==> src/pkg/scl_pkg.sv <==
// Function
// - Multidrop role per circuit, reset disabled
// - Master under primary adaption: full-duplex, signalling off
// - Slave: half-duplex, signalling off
// - Async or sync mode, sync after reset
// - DTE or DCE gender, DCE after reset
// - Duplex not selectable; full unless multidrop changes
// - RTS-to-CTS delay accepted only for slave
// - Delay 0 to 140 ms, 10 ms steps
// - DTR DSR RTS CTS DCD: on, off, follow
// - Async lead defaults per gender
// - Sync lead directions per gender and clocking
// - Sync mode: DTR and DSR unused
// - Sync DCE: CTS follows local RTS
// - Sync DCE: local RTS sent as DCD
// - Follow lead copies remote lead state
// - Following offered under primary and alternate digital adaption, not transparent
// - Alternate digital adaption: pairs in async, all used leads in sync
package scl_pkg;

   localparam int NUM_CIRC = 2;

   // Register map: each group holds one word per circuit.
   localparam logic [7:0] CFG_OFS = 8'h00;
   localparam logic [7:0] LEAD_OFS = 8'h08;
   localparam logic [7:0] DELAY_OFS = 8'h10;
   localparam logic [7:0] STAT_OFS = 8'h18;
   localparam logic [7:0] MAP_END = 8'h20;

   // Configuration word fields.
   localparam int CFG_ASYNC_BIT = 0;
   localparam int CFG_DTE_BIT = 1;
   localparam int CFG_ROLE_LSB = 2;
   localparam int CFG_RATE_LSB = 4;
   localparam int CFG_CLK_LSB = 6;
   localparam int CFG_W = 8;

   // Status word fields.
   localparam int STAT_PIN_LSB = 0;
   localparam int STAT_NET_LSB = 5;
   localparam int STAT_HALF_BIT = 10;
   localparam int STAT_SIG_BIT = 11;
   localparam int STAT_WAIT_BIT = 12;

   // RTS-to-CTS delay.
   localparam int DELAY_STEP_MS = 10;
   localparam int DELAY_MAX_MS = 140;
   localparam int CLK_KHZ = 250000;
   localparam logic [3:0] DELAY_MAX_STEPS = 4'(DELAY_MAX_MS / DELAY_STEP_MS);
   localparam logic [3:0] DELAY_RST = 4'h0;
   localparam int unsigned STEP_CYCLES_DEF = DELAY_STEP_MS * CLK_KHZ;

   typedef enum logic [1:0] {ROLE_DISABLED, ROLE_MASTER, ROLE_SLAVE} scl_role_e;
   typedef enum logic [1:0] {RATE_PRIMARY, RATE_ALT_DIGITAL, RATE_TRANSPARENT}
      scl_rate_e;
   typedef enum logic [1:0] {CLK_SLAVE, CLK_EXTERNAL, CLK_INTERNAL} scl_clk_e;
   typedef enum logic [1:0] {LEAD_OFF, LEAD_ON, LEAD_FOLLOW} scl_lead_e;

   typedef struct packed {
      logic dtr;
      logic dsr;
      logic rts;
      logic cts;
      logic dcd;
   } scl_leads_s;

   typedef struct packed {
      scl_lead_e dtr;
      scl_lead_e dsr;
      scl_lead_e rts;
      scl_lead_e cts;
      scl_lead_e dcd;
   } scl_lead_cfg_s;

   typedef struct packed {
      scl_clk_e clk_src;
      scl_rate_e rate;
      scl_role_e role;
      logic dte;
      logic async_mode;
   } scl_cfg_s;

   localparam scl_cfg_s CFG_RST = '{CLK_SLAVE, RATE_PRIMARY, ROLE_DISABLED,
                                    1'b0, 1'b0};

   // Leads that the attached equipment drives into the circuit.
   function automatic scl_leads_s lead_in_mask(scl_cfg_s c);
      scl_leads_s m;
      m = '0;
      if (c.async_mode && !c.dte) begin
         m.rts = 1'b1;
         m.dtr = 1'b1;
      end else if (c.async_mode) begin
         m.dcd = 1'b1;
         m.dsr = 1'b1;
      end else if (!c.dte) begin
         m.rts = 1'b1;
      end else if (c.clk_src != CLK_INTERNAL) begin
         m.dcd = 1'b1;
      end
      return m;
   endfunction

   // Leads that the circuit drives toward the attached equipment.
   function automatic scl_leads_s lead_out_mask(scl_cfg_s c);
      scl_leads_s m;
      m = '0;
      if (c.async_mode && !c.dte) begin
         m.cts = 1'b1;
         m.dsr = 1'b1;
      end else if (c.async_mode) begin
         m.rts = 1'b1;
         m.dtr = 1'b1;
      end else if (!c.dte) begin
         m.cts = 1'b1;
      end else begin
         m.rts = 1'b1;
      end
      return m;
   endfunction

   function automatic scl_lead_cfg_s lead_defaults(scl_cfg_s c);
      scl_lead_cfg_s d;
      scl_leads_s used;
      used = lead_in_mask(c) | lead_out_mask(c);
      d.dtr = used.dtr ? LEAD_FOLLOW : LEAD_OFF;
      d.dsr = used.dsr ? LEAD_FOLLOW : LEAD_OFF;
      d.rts = used.rts ? LEAD_FOLLOW : LEAD_OFF;
      d.cts = used.cts ? LEAD_FOLLOW : LEAD_OFF;
      d.dcd = used.dcd ? LEAD_FOLLOW : LEAD_OFF;
      if (c.async_mode && !c.dte) begin
         d.dsr = LEAD_ON;
      end
      if (c.async_mode && c.dte) begin
         d.dtr = LEAD_ON;
      end
      return d;
   endfunction

   // Leads allowed to follow the far end under the chosen rate adaption.
   function automatic scl_leads_s follow_ok(scl_cfg_s c);
      scl_leads_s m;
      m = '0;
      if (c.rate == RATE_PRIMARY) begin
         m = '1;
      end else if (c.rate == RATE_ALT_DIGITAL) begin
         if (!c.async_mode) begin
            m = lead_in_mask(c) | lead_out_mask(c);
         end else if (!c.dte) begin
            m.rts = 1'b1;
            m.cts = 1'b1;
         end else begin
            m.dcd = 1'b1;
            m.rts = 1'b1;
         end
      end
      return m;
   endfunction

endpackage

==> src/scl_delay.sv <==
`timescale 1ns/10ps
// Delays the rising edge of a request by a whole number of steps.
module scl_delay #(
   parameter int unsigned STEP_CYCLES = scl_pkg::STEP_CYCLES_DEF
) (
   input wire logic pclk, // Bus clock.
   input wire logic presetn, // Asynchronous reset, active low.
   input wire logic req, // Level to be delayed on its rise.
   input wire logic [3:0] steps, // Delay in steps.
   output logic grant, // Delayed level.
   output logic busy // Rise seen, delay still running.
);

   logic [31:0] cyc;
   logic [3:0] step_cnt;

   always_ff @(posedge pclk or negedge presetn) begin
      if (!presetn) begin
         cyc <= '0;
         step_cnt <= '0;
         grant <= 1'b0;
         busy <= 1'b0;
      end else if (!req) begin
         // Dropping the request releases the grant at once.
         cyc <= '0;
         step_cnt <= '0;
         grant <= 1'b0;
         busy <= 1'b0;
      end else if (!grant) begin
         busy <= 1'b1;
         if (step_cnt >= steps) begin
            grant <= 1'b1;
            busy <= 1'b0;
         end else if (cyc >= 32'(STEP_CYCLES - 1)) begin
            cyc <= '0;
            step_cnt <= step_cnt + 4'h1;
         end else begin
            cyc <= cyc + 32'h1;
         end
      end
   end

endmodule

==> src/scl_lead.sv <==
`timescale 1ns/10ps
// Resolves the control leads of one circuit.
module scl_lead (
   input wire logic pclk, // Bus clock.
   input wire logic presetn, // Asynchronous reset, active low.
   input wire scl_pkg::scl_cfg_s cfg, // Circuit configuration.
   input wire scl_pkg::scl_lead_cfg_s lead_cfg, // Per-lead settings.
   input wire logic sig_on, // Lead signalling enabled.
   input wire logic half, // Half-duplex in force.
   input wire scl_pkg::scl_leads_s pin, // Synchronised local leads.
   input wire scl_pkg::scl_leads_s net_rx, // Leads from the far end.
   input wire logic cts_delayed, // Local RTS after the delay.
   output scl_pkg::scl_leads_s pin_out, // Leads to equipment.
   output scl_pkg::scl_leads_s pin_oe, // Lead drive enables.
   output scl_pkg::scl_leads_s net_tx // Leads toward the far end.
);

   scl_pkg::scl_leads_s in_m;
   scl_pkg::scl_leads_s out_m;
   scl_pkg::scl_leads_s ok;
   scl_pkg::scl_leads_s src;
   scl_pkg::scl_leads_s next_out;
   scl_pkg::scl_leads_s next_tx;
   logic [9:0] set_bits;

   function automatic logic resolve(logic [1:0] s, logic allow, logic v);
      if (s == 2'(scl_pkg::LEAD_ON)) begin
         return 1'b1;
      end
      if (s == 2'(scl_pkg::LEAD_FOLLOW)) begin
         return allow & v;
      end
      return 1'b0;
   endfunction

   always_comb begin
      in_m = scl_pkg::lead_in_mask(cfg);
      out_m = scl_pkg::lead_out_mask(cfg);
      ok = scl_pkg::follow_ok(cfg) & {5{sig_on}};
      set_bits = lead_cfg;
      src = net_rx;
      if (!cfg.dte && (!cfg.async_mode || half)) begin
         src.cts = cts_delayed;
         // The local echo is not far-end signalling, so a slave with its
         // signalling off still gets its delayed CTS.
         ok.cts = 1'b1;
      end
      for (int i = 0; i < 5; i++) begin
         next_out[i] = out_m[i] & resolve(set_bits[2*i +: 2], ok[i], src[i]);
         next_tx[i] = in_m[i] & resolve(set_bits[2*i +: 2], ok[i], pin[i]);
      end
      if (!cfg.async_mode && !cfg.dte) begin
         next_tx.dcd = next_tx.rts;
         next_tx.rts = 1'b0;
      end
      if (!cfg.async_mode) begin
         next_out.dtr = 1'b0;
         next_out.dsr = 1'b0;
         next_tx.dtr = 1'b0;
         next_tx.dsr = 1'b0;
      end
   end

   always_ff @(posedge pclk or negedge presetn) begin
      if (!presetn) begin
         pin_out <= '0;
         pin_oe <= '0;
         net_tx <= '0;
      end else begin
         pin_out <= next_out;
         pin_oe <= out_m;
         net_tx <= next_tx;
      end
   end

endmodule

==> src/scl_top.sv <==
// The implementer's own choices: the placing of the registers and register access over APB.
`timescale 1ns/10ps
// Dual-circuit serial lead control with an APB register file.
module scl_top #(
   parameter int unsigned STEP_CYCLES = scl_pkg::STEP_CYCLES_DEF
) (
   input wire logic pclk, // Bus clock.
   input wire logic presetn, // Asynchronous reset, active low.
   input wire logic psel, // APB select.
   input wire logic penable, // APB enable.
   input wire logic pwrite, // APB direction.
   input wire logic [7:0] paddr, // APB byte address.
   input wire logic [31:0] pwdata, // APB write data.
   output logic [31:0] prdata, // APB read data.
   output logic pready, // APB ready.
   output logic pslverr, // APB error.
   input wire logic [1:0] connected, // Circuit is connected.
   input wire scl_pkg::scl_leads_s [1:0] pin_in, // Leads from equipment.
   output scl_pkg::scl_leads_s [1:0] pin_out, // Leads to equipment.
   output scl_pkg::scl_leads_s [1:0] pin_oe, // Lead drive enables.
   input wire scl_pkg::scl_leads_s [1:0] net_rx, // Far-end leads.
   output scl_pkg::scl_leads_s [1:0] net_tx, // Leads to the far end.
   output logic [1:0] half_duplex, // Circuit is half-duplex.
   output logic [1:0] signalling_on // Lead signalling enabled.
);

   scl_pkg::scl_leads_s [1:0] pin_meta;
   scl_pkg::scl_leads_s [1:0] pin_sync;
   scl_pkg::scl_cfg_s [1:0] cfg;
   scl_pkg::scl_lead_cfg_s [1:0] lead_cfg;
   logic [1:0][3:0] delay_steps;
   logic [1:0] cts_grant;
   logic [1:0] cts_busy;

   logic circ;
   logic [7:0] grp;
   logic mapped;
   logic bad_cfg;
   logic bad_delay;
   logic bad_wr;
   logic acc;
   logic wr_ok;
   scl_pkg::scl_cfg_s wr_cfg;
   logic [31:0] next_rdata;

   // Equipment leads come from another domain and pass two flops first.
   always_ff @(posedge pclk or negedge presetn) begin
      if (!presetn) begin
         pin_meta <= '0;
         pin_sync <= '0;
      end else begin
         pin_meta <= pin_in;
         pin_sync <= pin_meta;
      end
   end

   // Address decode: low word bit picks the circuit, the rest the group.
   always_comb begin
      circ = paddr[2];
      grp = {paddr[7:3], 3'b000};
      mapped = (paddr < scl_pkg::MAP_END) && (paddr[1:0] == 2'b00);
      acc = psel & penable;
      wr_cfg = scl_pkg::scl_cfg_s'(pwdata[scl_pkg::CFG_W-1:0]);
      bad_cfg = (wr_cfg.role == scl_pkg::scl_role_e'(2'b11))
             || (wr_cfg.rate == scl_pkg::scl_rate_e'(2'b11))
             || (wr_cfg.clk_src == scl_pkg::scl_clk_e'(2'b11))
             || (pwdata[31:scl_pkg::CFG_W] != '0);
      bad_delay = (cfg[circ].role != scl_pkg::ROLE_SLAVE)
               || (pwdata[3:0] > scl_pkg::DELAY_MAX_STEPS)
               || (pwdata[31:4] != '0);
      bad_wr = 1'b0;
      if (!mapped) begin
         bad_wr = 1'b1;
      end else if (pwrite) begin
         unique case (grp)
            scl_pkg::CFG_OFS: bad_wr = bad_cfg | connected[circ];
            scl_pkg::LEAD_OFS: bad_wr = (pwdata[31:10] != '0);
            scl_pkg::DELAY_OFS: bad_wr = bad_delay | connected[circ];
            default: bad_wr = 1'b1;
         endcase
      end
      wr_ok = acc & pwrite & ~bad_wr;
   end

   // Every transfer completes in its first access cycle.
   assign pready = 1'b1;
   assign pslverr = acc & bad_wr;

   always_ff @(posedge pclk or negedge presetn) begin
      if (!presetn) begin
         cfg <= {scl_pkg::NUM_CIRC{scl_pkg::CFG_RST}};
      end else if (wr_ok && grp == scl_pkg::CFG_OFS) begin
         cfg[circ] <= wr_cfg;
      end
   end

   // Lead settings; a new mode reloads its defaults so that no
   // lead keeps a setting that belongs to the old direction.
   always_ff @(posedge pclk or negedge presetn) begin
      if (!presetn) begin
         lead_cfg <= {scl_pkg::NUM_CIRC{scl_pkg::lead_defaults(
            scl_pkg::CFG_RST)}};
      end else if (wr_ok && grp == scl_pkg::CFG_OFS) begin
         lead_cfg[circ] <= scl_pkg::lead_defaults(wr_cfg);
      end else if (wr_ok && grp == scl_pkg::LEAD_OFS) begin
         for (int i = 0; i < 5; i++) begin
            // Reserved code 3 is taken as off.
            lead_cfg[circ][2*i +: 2] <= (pwdata[2*i +: 2] == 2'b11)
               ? 2'(scl_pkg::LEAD_OFF) : pwdata[2*i +: 2];
         end
      end
   end

   // Delay kept only for a slave.
   always_ff @(posedge pclk or negedge presetn) begin
      if (!presetn) begin
         delay_steps <= {scl_pkg::NUM_CIRC{scl_pkg::DELAY_RST}};
      end else if (wr_ok && grp == scl_pkg::DELAY_OFS) begin
         delay_steps[circ] <= pwdata[3:0];
      end else if (wr_ok && grp == scl_pkg::CFG_OFS &&
                   wr_cfg.role != scl_pkg::ROLE_SLAVE) begin
         delay_steps[circ] <= scl_pkg::DELAY_RST;
      end
   end

   // Duplex and signalling change only when the multidrop role is written.
   always_ff @(posedge pclk or negedge presetn) begin
      if (!presetn) begin
         half_duplex <= '0;
         signalling_on <= '1;
      end else if (wr_ok && grp == scl_pkg::CFG_OFS) begin
         unique case (wr_cfg.role)
            scl_pkg::ROLE_MASTER: begin
               if (wr_cfg.rate == scl_pkg::RATE_PRIMARY) begin
                  half_duplex[circ] <= 1'b0;
                  signalling_on[circ] <= 1'b0;
               end
            end
            scl_pkg::ROLE_SLAVE: begin
               half_duplex[circ] <= 1'b1;
               signalling_on[circ] <= 1'b0;
            end
            default: begin
               half_duplex[circ] <= 1'b0;
               signalling_on[circ] <= 1'b1;
            end
         endcase
      end
   end

   // Read data is captured in the setup cycle so it is a flop output.
   always_comb begin
      next_rdata = '0;
      if (mapped) begin
         unique case (grp)
            scl_pkg::CFG_OFS: next_rdata[scl_pkg::CFG_W-1:0] = cfg[circ];
            scl_pkg::LEAD_OFS: next_rdata[9:0] = lead_cfg[circ];
            scl_pkg::DELAY_OFS: next_rdata[3:0] = delay_steps[circ];
            default: begin
               next_rdata[scl_pkg::STAT_PIN_LSB +: 5] = pin_out[circ];
               next_rdata[scl_pkg::STAT_NET_LSB +: 5] = net_tx[circ];
               next_rdata[scl_pkg::STAT_HALF_BIT] = half_duplex[circ];
               next_rdata[scl_pkg::STAT_SIG_BIT] = signalling_on[circ];
               next_rdata[scl_pkg::STAT_WAIT_BIT] = cts_busy[circ];
            end
         endcase
      end
   end

   always_ff @(posedge pclk or negedge presetn) begin
      if (!presetn) begin
         prdata <= '0;
      end else if (psel && !penable && !pwrite) begin
         prdata <= next_rdata;
      end
   end

   for (genvar c = 0; c < scl_pkg::NUM_CIRC; c++) begin : g_circ
      scl_delay #(
         .STEP_CYCLES(STEP_CYCLES)
      ) u_delay (
         .pclk(pclk),
         .presetn(presetn),
         .req(pin_sync[c].rts),
         .steps(delay_steps[c]),
         .grant(cts_grant[c]),
         .busy(cts_busy[c])
      );

      scl_lead u_lead (
         .pclk(pclk),
         .presetn(presetn),
         .cfg(cfg[c]),
         .lead_cfg(lead_cfg[c]),
         .sig_on(signalling_on[c]),
         .half(half_duplex[c]),
         .pin(pin_sync[c]),
         .net_rx(net_rx[c]),
         .cts_delayed(cts_grant[c]),
         .pin_out(pin_out[c]),
         .pin_oe(pin_oe[c]),
         .net_tx(net_tx[c])
      );
   end

endmodule

==> config.mk <==
export PLATFORM = sky130hd
export DESIGN_NAME = scl_top
export DESIGN_NICKNAME = d
export VERILOG_FILES = /design/src/pkg/scl_pkg.sv /design/src/scl_delay.sv /design/src/scl_lead.sv /design/src/scl_top.sv
export SDC_FILE = /design/constraint.sdc
export NUM_CORES = 1
export LEC_CHECK = 0
export BUFFER_PORTS_ARGS = -buffer_cell sky130_fd_sc_hd__buf_2
export CORE_MARGIN = 4
export CORE_UTILIZATION = 54
export DETAILED_ROUTE_END_ITERATION = 7
export GPL_ROUTABILITY_DRIVEN = 0
export PLACE_DENSITY = 0.76
export SLEW_MARGIN = 10
export SYNTH_ARGS = -nofsm -noshare
export SYNTH_HDL_FRONTEND = slang
export SYNTH_SLANG_ARGS = --single-unit
==> constraint.sdc <==
create_clock -name pclk -period 3.55 [get_ports pclk]
set_clock_uncertainty 0.15 [all_clocks]
set_input_delay 0.355 -clock pclk [delete_from_list [all_inputs] [get_ports pclk]]
set_output_delay 0.355 -clock pclk [all_outputs]
set_load 0.02 [all_outputs]
==> summary by stage <==
STA
Adding up every negative setup slack in the final design gives 0 ps. The number of failing hold endpoints at the final stage is 0. The final count of pins violating max slew is 0.

The share of the cycle needed by the critical path after routing is 80.7%. The actual transition at the worst max-transition pin is 922 ps. Setup repair after global routing left no endpoint under its margin. For the finished layout, the period the worst path requires is 2860 ps. Headroom to the max-slew limit came out at 38.2%. Derived from the worst setup path, the maximum achievable clock frequency is 349 MHz. Setup violations remaining at the end of the flow were counted as 0.

Detailed routing
The number of DRC violations after detailed routing is 0. The count of routing violations after the opening detailed-route iteration is 571. The average wire per standard cell is 17.7 um.

The detailed-route via count is 7,138. After detailed routing, the number of vias per cell comes to 5.84. The first detailed-routing pass took 7 iterations.

The post-route antenna net violation count is 0. The total wirelength of the detailed-routed design is 21,600 um.

Global route
The number of antenna violations at the first check in global routing is 1. The largest net degree at the start of global routing is 87. The final global-route overflow total is 0.

The first global-routing pass estimated 34,700 um of wire. The number of global-route vias before repair is 6,906. The overall fraction of global-route tracks in use is 23.7%.

Power
VDD sags by at most 346 uV. Summed over all cells, the static leakage comes to 0.00487 uW. For this design the ratio of total power to cell area is 415 nW/um^2.

Clock tree
For this design, the sink count on the clock tree is 177. In this run the clock root is driven by a sky130_fd_sc_hd__clkbuf_16. The source-to-sink clock delay at the later pin of the worst-skew pair is 440 ps. The clock tree buffer depth is 2.

TritonCTS built the clock tree. The post-CTS setup buffer count is 0. CTS built an H-tree with a depth of 4. The number of buffers created by CTS is 17. The clock input transition at the sequential cells of the worst setup and hold paths is 80 ps.

Critical path
The worst endpoint required time is 3760 ps. The worst setup path is captured at a register. The worst setup path is launched from a register. The number of cells on the worst reg-to-reg path is 10. The worst setup path is of the register to register kind. The data arrival time of the critical path is 3080 ps. In this run the worst path has a maximum fanout of 20.

Die
The chip height is 137 um. For this configuration, the core starts out at a cell density of 55.9%. In this run the core area contains 46 standard-cell rows. The die covers 18,800 um^2. Measured along the x axis, the die boundary spans 137 um.

The I/O pin total is 135. The placeable core region is 16,100 um^2.

Yosys
Of the total synthesized cell area, the portion taken by XOR and XNOR cells is 2.24%. The library cell with the highest instance count after synthesis is sky130_fd_sc_hd__dfrtp_1. In the post-synthesis netlist, the biggest area contributors are sky130_fd_sc_hd__dfrtp_1, sky130_fd_sc_hd__nor2_1, sky130_fd_sc_hd__mux2_2. The dominant combinational cell family by area after synthesis is simple AND/OR/NAND/NOR gates. After synthesis, the most frequently instantiated cells are sky130_fd_sc_hd__dfrtp_1, sky130_fd_sc_hd__nor2_1, sky130_fd_sc_hd__nand2_1, sky130_fd_sc_hd__inv_1, sky130_fd_sc_hd__a21oi_1. The synthesized design spends more area on one cell type than any other, namely sky130_fd_sc_hd__dfrtp_1. In this run the biggest area consumer among cell types represents 47.5% of the synthesized area. After synthesis, the netlist uses 72 different library cells.

Of the total synthesized cell area, the portion taken by AND, OR, NAND and NOR gates is 19.6%. The sequential element share of the synthesized area is 49.2%. Of all flip-flops after synthesis, the portion carrying an async set or reset was 100%. The cell area that synthesis handed to floorplanning was 9010 um^2.

The synthesized design contains 0 enable-type register cells. The dominant synthesized flop cell is sky130_fd_sc_hd__dfrtp_1. The arithmetic-cell share of the synthesized area counting full adders, half adders and majority gates is 2.22%. The fraction of the mapped netlist area in compound gates is 13.0%. The average cell area after synthesis is 10.2 um^2. The mux share of post-synthesis cell area is 7.94%. The count of synthesis-stage warnings from yosys is 0. The synthesized netlist cell count is 883.

The register bit count reported by yosys is 177.

Placement
The number of input and output port buffers inserted is 104. The placed wire-length estimate after detailed placement is 15,500 um.

Flow run
The tool flagged a number of max-cap violations equal to 0.

Layout
The end-of-flow core utilization is 64.3%. In the final design database the tool counted 1,075 nets. Compared with the post-synthesis result, the final layout area differs by 14.9%. The fraction of layout cells with a size suffix above 1 is 20.5%. The layout has 1,303 filler cells.

Run status
The run finished with clean final reports.

Worst hold path
The class of the worst hold path is input port to register. The worst hold path passes through 3 cells.
-- critical path, stage by stage, from the launching register on --
cell and delay (ps):
sky130_fd_sc_hd__dfrtp_1 430, sky130_fd_sc_hd__inv_1 80, sky130_fd_sc_hd__ha_1 290, sky130_fd_sc_hd__nand2b_1 100, sky130_fd_sc_hd__a211oi_1 70, sky130_fd_sc_hd__o21ai_1 570, sky130_fd_sc_hd__nand2_1 230, sky130_fd_sc_hd__inv_1 400
sky130_fd_sc_hd__nor2_1 90, sky130_fd_sc_hd__buf_4 220, sky130_fd_sc_hd__a21oi_1 130
-- worst paths after layout --
check	end	slack, ps	from
worst max register to register	g_circ[0].u_delay.cyc[13]$_DFFE_PN0P_	690	g_circ[0].u_delay.step_cnt[0]$_DFFE_PN0P_
worst min-delay path	g_circ[0].u_lead.pin_out[3]$_DFF_PN0_	10	net_rx[3]
max in group asynchronous	g_circ[0].u_delay.cyc[29]$_DFFE_PN0P_	1990	presetn
worst min register to register	pin_sync[8]$_DFF_PN0_	200	pin_meta[8]$_DFF_PN0_
min in group asynchronous	g_circ[0].u_lead.pin_oe[3]$_DFF_PN0_	390	presetn
worst max-delay path	g_circ[0].u_delay.cyc[13]$_DFFE_PN0P_	690	g_circ[0].u_delay.step_cnt[0]$_DFFE_PN0P_
-- where the power goes --
group,total [uW],switching (uW),internal [uW]
sequential,2090,36.7,2050
combinational,324,214,111
clock,1880,923,961
total,4290,1170,3120
-- timing repair --
item / 4_1_cts / 5_1_grt
endpoints found under the setup margin: 0 / 0
hold buffers: 10 / 2
endpoints found under the hold margin: 86 / 2
resized for setup: 0 / 0
-- layer usage --
layer	up-vias	global-route usage (%)	routed length, um
li1	3348	-	-
met1	3510	30.7	9240
met2	243	39.7	10500
met3	37	4.67	1390
met4	0	8.31	461
met5	-	0	0
-- area by class of cell --
cell class / count / area, um^2 / share of cell area (%)
well taps: 216 / 270 / 2.61
diodes: 1 / 2.50 / 0.0242
clock inverters: 15 / 178 / 1.72
clock buffers: 17 / 425 / 4.11
repair buffers: 127 / 742 / 7.16
inverters: 39 / 146 / 1.41
multi-input cells: 630 / 4160 / 40.1
flip-flops and latches: 177 / 4440 / 42.8
-- flip-flops by register name, summed over array words and instances, names as in the netlist, 13 cells and up, named ones only --
register / cells
cfg: 16
g_circ.u_delay.cyc: 64
lead_cfg: 20
prdata: 13
-- through the flow --
| step | hold slack [ps] | worst slack (ps) | total power, uW | instance area [um^2] | std cells |
|---|---|---|---|---|---|
| after floorplan | -90.6 | 1030 | 2320 | 9100 | 907 |
| after global placement | 183 | 606 | 2430 | 9630 | 1177 |
| after detailed placement | 187 | 504 | 2440 | 9630 | 1177 |
| after CTS | 4.87 | 662 | 4330 | 10300 | 1219 |
| after global routing | 12.0 | 442 | 4470 | 10400 | 1222 |
| final | 11.4 | 686 | 4290 | 10400 | 1222 |
-- cell families after synthesis --
family / after synthesis
buf+inv: 100
simple gates: 334
mux: 58
other cells: 2
compound gates: 173
flops: 177
fa+ha+maj: 16
xor+xnor: 23
-- layout by cell type, fill, tap and decap left out, drive strengths merged, types with 4 or more instances in the layout --
cell         instances
a211oi               8
a21o                 6
a21oi               34
a22o                16
a31oi               20
and2                 6
and3                17
buf                115
clkbuf              17
clkinv               4
conb                26
dfrtp              171
dfstp                6
dlygate4sd3         12
ha                  16
inv                 49
mux2                28
mux2i               22
mux4                 8
nand2               71
nand2b              22
nand3               29
nand4               11
nor2                90
nor2b                6
nor3                24
nor3b                5
nor4                21
nor4b                7
o21ai               34
o22ai                7
o31ai               15
or2                  5
or3                  9
xnor2               20
Note: power is estimated with default switching activity, not from simulation.
